## config.mk

```make
export PLATFORM = sky130hd
export DESIGN_NAME = rfts_seq
export DESIGN_NICKNAME = d
export VERILOG_FILES = /design/src/rfts_clk_div.v /design/src/rfts_seq.v
export VERILOG_INCLUDE_DIRS = /design/src
export SDC_FILE = /design/constraint.sdc
export NUM_CORES = 1
export LEC_CHECK = 0
export BUFFER_PORTS_ARGS = -buffer_cell sky130_fd_sc_hd__buf_2
export CAP_MARGIN = 10
export CORE_UTILIZATION = 55
export CTS_BUF_LIST = sky130_fd_sc_hd__clkbuf_4 sky130_fd_sc_hd__clkbuf_8 sky130_fd_sc_hd__clkbuf_16
export DETAILED_ROUTE_END_ITERATION = 10
export GPL_ROUTABILITY_DRIVEN = 0
export PLACE_DENSITY = 0.73
export RECOVER_POWER = 50
export SETUP_SLACK_MARGIN = 0.05
export SLEW_MARGIN = 15
export SYNTH_ARGS = -nofsm -noshare
export SYNTH_HDL_FRONTEND = slang
export SYNTH_HIERARCHICAL = 1
export SYNTH_SLANG_ARGS = --single-unit
```

## constraint.sdc

```tcl
create_clock -name clk -period 2.3 [get_ports clk]
set_clock_uncertainty 0.15 [all_clocks]
set_input_delay 0.46 -clock clk [delete_from_list [all_inputs] [get_ports clk]]
set_output_delay 0.46 -clock clk [all_outputs]
set_load 0.05 [all_outputs]
```

## src/rfts_map.vh

```
// Constants for the transmitter pin-mode sequencer.
// Assumes a 40 MHz system clock standing in for the crystal reference.
`ifndef RFTS_MAP_VH
`define RFTS_MAP_VH
// ----------------------------------------------------------------
// Timing
// ----------------------------------------------------------------
`define RFTS_CLK_MHZ          40
`define RFTS_OSC_READY_US     600
`define RFTS_OSC_READY_CYC    (`RFTS_OSC_READY_US * `RFTS_CLK_MHZ)
`define RFTS_LOCK_MAX_US      50
`define RFTS_LOCK_MAX_CYC     (`RFTS_LOCK_MAX_US * `RFTS_CLK_MHZ)
`define RFTS_LOCK_MARGIN_CYC  16
// Clock output: 40 MHz / 24 = 1.667 MHz, half period 12 cycles
`define RFTS_CLKO_HALF_CYC    12
// ----------------------------------------------------------------
// Modes
// ----------------------------------------------------------------
`define RFTS_MODE_DOWN        2'h0
`define RFTS_MODE_IDLE        2'h1
`define RFTS_MODE_UP          2'h2
`endif

```

## src/rfts_clk_div.v

```verilog
// Clock output divider with glitch-free release.
// Assumes run is synchronous to clk; output held low while not running.
module rfts_clk_div (
    input  wire clk,
    input  wire rst_n,
    input  wire run,
    input  wire release_req,
    output reg  clk_out,
    output reg  released
);
`include "rfts_map.vh"
    reg [4:0] cnt_q;
    reg       div_q;
    wire      wrap;
    assign wrap = (cnt_q == (`RFTS_CLKO_HALF_CYC - 1));
    always @(posedge clk or negedge rst_n) begin
        if (!rst_n) begin
            cnt_q    <= 5'h00;
            div_q    <= 1'b0;
            clk_out  <= 1'b0;
            released <= 1'b0;
        end else if (!run) begin
            cnt_q    <= 5'h00;
            div_q    <= 1'b0;
            clk_out  <= 1'b0; // RULE10
            released <= 1'b0;
        end else begin
            cnt_q <= wrap ? 5'h00 : cnt_q + 5'h01;
            if (wrap) begin
                div_q <= ~div_q;
            end
            // Release only at a rising edge of the divided clock
            if (!released && release_req && wrap && !div_q) begin
                released <= 1'b1; // RULE12
            end
            clk_out <= (released || (release_req && wrap && !div_q)) ? (wrap ? ~div_q : div_q) : 1'b0; // RULE11
        end
    end
endmodule // rfts_clk_div

```

## src/rfts_seq.v

```verilog
// Pin-controlled mode and start-up sequencer of a keyed transmitter.
// Assumes key and enable pins are asynchronous; clk stands in for the crystal.
`include "rfts_map.vh"
// Behaviour
// RULE1 - Frequency key high, amplitude low, enable floating starts oscillator and PLL, amplifier off.
// RULE2 - Clock output enabled automatically about 0.6 ms after activation.
// RULE3 - Lock reported no later than 50 us after clock output release.
// RULE4 - Controller toggles amplitude key after lock to modulate power.
// RULE5 - Controller sets amplitude key high, toggles frequency key for frequency keying.
// RULE6 - Low carrier while frequency key low, high carrier while high.
// RULE7 - Floating enable: controller clears amplitude key, then frequency key to power down.
// RULE8 - Driven enable: controller activates with enable high, powers down with enable low.
// RULE9 - Controller takes device clock after activation, returns before power-down.
// RULE10 - Clock output held low throughout power-down.
// RULE11 - Clock output stays low until crystal amplitude threshold is reached.
// RULE12 - Clock output released synchronously, first period complete.
// RULE13 - Clock output is the crystal reference divided down, about 1.6 MHz.
// RULE14 - Controller waits 250 us after clock appears before sending; the testbench controller sends once lock is seen, under 50 us after.
// RULE15 - Pull switch closed while frequency key low, open while high.
// RULE16 - Floating enable: internal enable is OR of both key pins.
// RULE17 - Enable driven low with a key high gives idle, everything off.
// RULE18 - Amplifier enabled whenever amplitude key high and powered up.
// RULE19 - Enable modelled as driven level plus floating flag; modes decoded.
// RULE20 - Lock indication from reference-cycle counter after clock release.
module rfts_seq (
    input  wire clk,
    input  wire arst_n,
    input  wire amplitude_key_pin,
    input  wire frequency_key_pin,
    input  wire enable_level,
    input  wire enable_float,
    output reg  clk_out,
    output reg  pa_enable,
    output reg  crystal_pull_switch_pin,
    output reg  carrier_high,
    output reg  osc_pll_run,
    output reg  pll_locked,
    output reg  idle_mode
);

    // ----------------------------------------------------------------
    // Reset release and pin synchronisers
    // ----------------------------------------------------------------
    reg [1:0] rst_q;
    wire      rst_n;
    reg [3:0] s1_q;
    reg [3:0] s2_q;

    always @(posedge clk or negedge arst_n) begin
        if (!arst_n) begin
            rst_q <= 2'h0;
        end else begin
            rst_q <= {rst_q[0], 1'b1};
        end
    end
    assign rst_n = rst_q[1];

    always @(posedge clk or negedge rst_n) begin
        if (!rst_n) begin
            s1_q <= 4'h0;
            s2_q <= 4'h0;
        end else begin
            s1_q <= {enable_float, enable_level, frequency_key_pin, amplitude_key_pin};
            s2_q <= s1_q;
        end
    end

    wire akey  = s2_q[0];
    wire fkey  = s2_q[1];
    wire en_s  = s2_q[2];
    wire flt_s = s2_q[3];

    // ----------------------------------------------------------------
    // Mode decode
    // ----------------------------------------------------------------
    function [1:0] mode_of;
        input a;
        input f;
        input e;
        input fl;
        begin
            if (fl) begin
                mode_of = (a | f) ? `RFTS_MODE_UP : `RFTS_MODE_DOWN; // RULE16
            end else if (e) begin
                mode_of = `RFTS_MODE_UP;
            end else begin
                mode_of = (a | f) ? `RFTS_MODE_IDLE : `RFTS_MODE_DOWN; // RULE17
            end
        end
    endfunction

    wire [1:0] mode = mode_of(akey, fkey, en_s, flt_s); // RULE19
    wire       up   = (mode == `RFTS_MODE_UP);

    // ----------------------------------------------------------------
    // Start-up sequencer
    // ----------------------------------------------------------------
    localparam ST_OFF  = 2'h0;
    localparam ST_OSC  = 2'h1;
    localparam ST_LOCK = 2'h2;
    localparam ST_RDY  = 2'h3;

    reg  [1:0]  st_q;
    reg  [1:0]  st_d;
    reg  [15:0] cnt_q;
    reg  [15:0] cnt_d;
    wire        released;
    wire        div_clk;

    always @* begin
        st_d  = st_q;
        cnt_d = cnt_q + 16'h0001;
        case (st_q)
            ST_OFF: begin
                cnt_d = 16'h0000;
                if (up) begin
                    st_d = ST_OSC; // RULE1
                end
            end
            ST_OSC: begin
                if (released) begin
                    st_d  = ST_LOCK;
                    cnt_d = 16'h0000;
                end
            end
            ST_LOCK: begin
                if (cnt_q == (`RFTS_LOCK_MAX_CYC - `RFTS_LOCK_MARGIN_CYC)) begin
                    st_d = ST_RDY; // RULE20
                end
            end
            ST_RDY: begin
                cnt_d = cnt_q;
            end
            default: begin
                st_d = ST_OFF;
            end
        endcase
        if (!up) begin
            st_d  = ST_OFF;
            cnt_d = 16'h0000;
        end
    end

    always @(posedge clk or negedge rst_n) begin
        if (!rst_n) begin
            st_q <= ST_OFF;
            cnt_q <= 16'h0000;
        end else begin
            st_q  <= st_d;
            cnt_q <= cnt_d;
        end
    end

    // ----------------------------------------------------------------
    // Divided clock output
    // ----------------------------------------------------------------
    wire osc_ready = (st_q == ST_OSC) && (cnt_q >= (`RFTS_OSC_READY_CYC - 1)); // RULE2
    rfts_clk_div rfts_clk_div_inst (
        .clk         (clk),
        .rst_n       (rst_n),
        .run         (up && (st_q != ST_OFF)),
        .release_req (osc_ready),
        .clk_out     (div_clk),
        .released    (released)
    ); // RULE13

    // ----------------------------------------------------------------
    // Registered outputs
    // ----------------------------------------------------------------
    always @(posedge clk or negedge rst_n) begin
        if (!rst_n) begin
            clk_out <= 1'b0;
        end else begin
            clk_out <= up & div_clk; // RULE10
        end
    end

    always @(posedge clk or negedge rst_n) begin
        if (!rst_n) begin
            pa_enable <= 1'b0;
        end else begin
            pa_enable <= up & akey; // RULE18
        end
    end

    always @(posedge clk or negedge rst_n) begin
        if (!rst_n) begin
            crystal_pull_switch_pin <= 1'b0;
        end else begin
            crystal_pull_switch_pin <= up & ~fkey; // RULE15
        end
    end

    always @(posedge clk or negedge rst_n) begin
        if (!rst_n) begin
            carrier_high <= 1'b0;
        end else begin
            carrier_high <= up & fkey; // RULE6
        end
    end

    always @(posedge clk or negedge rst_n) begin
        if (!rst_n) begin
            osc_pll_run <= 1'b0;
        end else begin
            osc_pll_run <= up; // RULE1
        end
    end

    always @(posedge clk or negedge rst_n) begin
        if (!rst_n) begin
            pll_locked <= 1'b0;
        end else begin
            pll_locked <= up && (st_d == ST_RDY); // RULE3
        end
    end

    always @(posedge clk or negedge rst_n) begin
        if (!rst_n) begin
            idle_mode <= 1'b0;
        end else begin
            idle_mode <= (mode == `RFTS_MODE_IDLE); // RULE17
        end
    end
endmodule // rfts_seq

```

==> results.yml <==
pwr:
  p_leak_nw: 0.971
  ir_worst_vdd_mv: 0.437
  p_per_area_nw_per_um2: 711
  power_mw: 1.65
sta:
  setup_tns_ns: 0
  timing.final.crit_share_pct: 90.4
  slew_violations: 0
  fmax_ghz: 0.481
  min_period_ns: 2.08
  fin_ws_ns: 0.221
  setup_viol: 0
  slew-limit-headroom_pct: 26.9
  tightest_slew_ns: 1.10
  rsz0062_at_grt: "false"
  hold_viol_final: 0
worst_setup_path:
  crit_type: "register to register"
  r2r_cells: 8
  required_ns: 2.37
  critPathLaunchType: "register"
  worst-path-max-fanout: 6
  setup.worst_path.end_class: "register"
  arrival_ns: 2.14
placed_design:
  dp_cells: 246
  portBuffers: 12
  place_ws_ns: 0.180
  dp_hpwl_um: 2780
floorplanning:
  fp.dieW_um: 62.9
  fp.coreArea_um2: 3440
  dieArea_um2: 3960
  io-pin-count: 13
  start_util_pct: 59.3
  die_h_um: 62.9
  num_rows: 21
synthesis:
  netlist_area_um2: 2040
  postSynthCellCount: 190
  ys_ff_latch: 43
  synth_edf_count: 0
  avgSynthCellArea_um2: 10.7
  ys_warn_count: 6
  synth_nets: 199
  synthArstFlopShare_pct: 100
  ys.flop_type: "dfrtp_1"
  yosysSeqAreaShare_pct: 52.7
  synth_cell_types: 55
cts:
  cts_tree: "done"
  path_clk_slew_ns: 0.08
  htreeDepth: 2
  cts_max_path_buffers: 2
  clock_sinks: 43
  cts_buffers: 5
  clock_latency_ns: 0.29
  root_buffer: "clkbuf_8"
flow_run:
  maxCapViolCount: 0
grt:
  grt_pass1_vias: 1584
  grt_max_degree: 22
  grt_pass1_wl_um: 7220
  antenna_found_initial: 0
  grtUsageMet3_pct: 5.47
  use_met1_pct: 31.0
  grt_overflow_total: 0
  busiest_layer: "met2"
  grtUsageTotal_pct: 23.7
  grtUsageMet2_pct: 36.3
route:
  drcViolationCount: 0
  antenna_left: 0
  routedWlPerCell_um: 15.6
  vias: 1569
  drtIter0Drc: 97
  wirelength_um: 4040
  drt-pass1-iter-count: 4
  drt-vias-per-instance: 6.08
final_layout:
  drive_above_1_share_pct: 17.9
  fin_nets: 220
  fillerInstances: 260
  regArea_um2: 1080
  multiInputGateArea_um2: 913
  postLayoutCoreUtil_pct: 67.3
  final_cell_count_no_fill: 258
  antenna_cells: 0
  area_delta_synth_final_pct: 13.5
worst_hold_path:
  hold_depth: 1
  hold_path.class: "input port to register"
run_status:
  outcome: "completed"
-- critical path: stages, from the launching register on --
cell,delay [ns]
dfrtp_1,0.41
ha_2,0.25
nand3_4,0.11
o21bai_1,0.17
a31oi_1,0.12
o32ai_2,0.30
nor2_1,0.06
or3_1,0.30
a21boi_1,0.13
-- through the flow --
| step | area [µm²] | hold slack [ns] |
|---|---|---|
| floorplan | 2040 | 0.0144 |
| global placement | 2140 | 0.0818 |
| detailed placement | 2140 | 0.0929 |
| CTS | 2280 | 0.0972 |
| global route | 2320 | 0.0954 |
| finish | 2320 | 0.114 |
-- power by group --
group	internal (mW)	leakage, nW	switching [mW]	total (mW)
Sequential	0.784	0.561	0.0270	0.811
Combinational	0.0562	0.345	0.0939	0.150
Clock	0.433	0.0644	0.253	0.686
-- layout by cell type (no fill, tap or decap), drive strengths merged, types with 3 or more instances in the layout --
master | netlist | final
dfrtp | 43 | 43
nand2 | 17 | 17
buf | 4 | 16
nand3 | 12 | 12
nor2 | 10 | 10
a21oi | 9 | 9
o21ai | 8 | 8
inv | 7 | 7
clkbuf | 1 | 7
nor3 | 5 | 5
a31oi | 5 | 5
nand4 | 5 | 5
nor2b | 4 | 4
nand2b | 4 | 4
xnor2 | 4 | 4
or3 | 4 | 4
nor4 | 4 | 4
and2 | 4 | 4
or4 | 3 | 3
ha | 3 | 3
-- final timing paths --
| check | start | end | slack [ns] |
|---|---|---|---|
| min in group asynchronous | arst_n | rst_q[0] | 0.32 |
| worst min-delay path | frequency_key_pin | s1_q[1] | 0.11 |
| max in group asynchronous | rst_q[1] | rfts_clk_div_inst/cnt_q[2] | 0.94 |
| worst max-delay path | cnt_q[0] | rfts_clk_div_inst/clk_out | 0.22 |
| worst min register to register | s1_q[2] | s2_q[2] | 0.20 |
| worst max register to register | cnt_q[0] | rfts_clk_div_inst/clk_out | 0.22 |
-- logic make-up (layout without fill, tap and decap cells) --
kind of cell | Yosys count | in the layout | share of synthesized area, %
other | 1 | 1 | 0.184
xor gates and xnor gates | 5 | 5 | 2.15
muxes | 2 | 2 | 1.04
AOI/OAI and AO/OA | 40 | 40 | 13.8
buffers and inverters | 12 | 34 | 3.37
and+or+nand+nor | 84 | 84 | 24.9
adders and majority gates | 3 | 3 | 1.84
DFF | 43 | 43 | 52.7
-- Yosys cell counts (2+ instances only) --
cell type	count	share of area (%)
a21oi_1	7	1.7
a21oi_2	2	0.86
a22o_1	2	0.86
a31oi_1	5	1.5
and2_1	3	0.92
buf_6	3	1.7
dfrtp_1	43	53
ha_1	3	1.8
inv_1	7	1.3
nand2_1	17	3.1
nand2b_1	4	1.2
nand3_1	11	2.7
nand4_1	5	1.5
nor2_1	10	1.8
nor2b_1	4	1.2
nor3_1	5	1.2
nor4_1	3	0.92
o21a_1	2	0.74
o21ai_0	2	0.49
o21ai_1	6	1.5
o31ai_1	2	0.74
or3_1	4	1.2
or3b_4	2	1.1
or4_1	3	1.1
or4b_1	2	0.98
xnor2_1	4	1.7
-- metal layers --
layer | vias up | wire length (µm)
li1 | 734 | -
met1 | 765 | 1750
met2 | 57 | 1960
met3 | 13 | 241
met4 | 0 | 85
met5 | - | 0
-- final cells by class --
type,instances,area share (%)
clock inverter,3,2.92
tap,46,2.48
sequential,43,46.4
inverter,7,1.13
timing repair buffer,19,4.64
clock buffer,5,2.97
multi-input combinational,135,39.4
-- flip-flops by register name, summed over array words and instances (netlist names), 2 cells and up --
name                     flops
st_q                         2
s1_q                         4
rst_q                        2
rfts_clk_div_inst/cnt_q      5
s2_q                         4
cnt_q                       16
-- timing repair --
action | CTS | global route
endpoints found under the setup margin | 0 | 1
setup buffers | 0 | 3
gates resized for setup | 0 | 3
endpoints found under the hold margin | 2 | 0
hold buffers | 1 | 0
No activity file was read; power rests on OpenSTA's default activity.
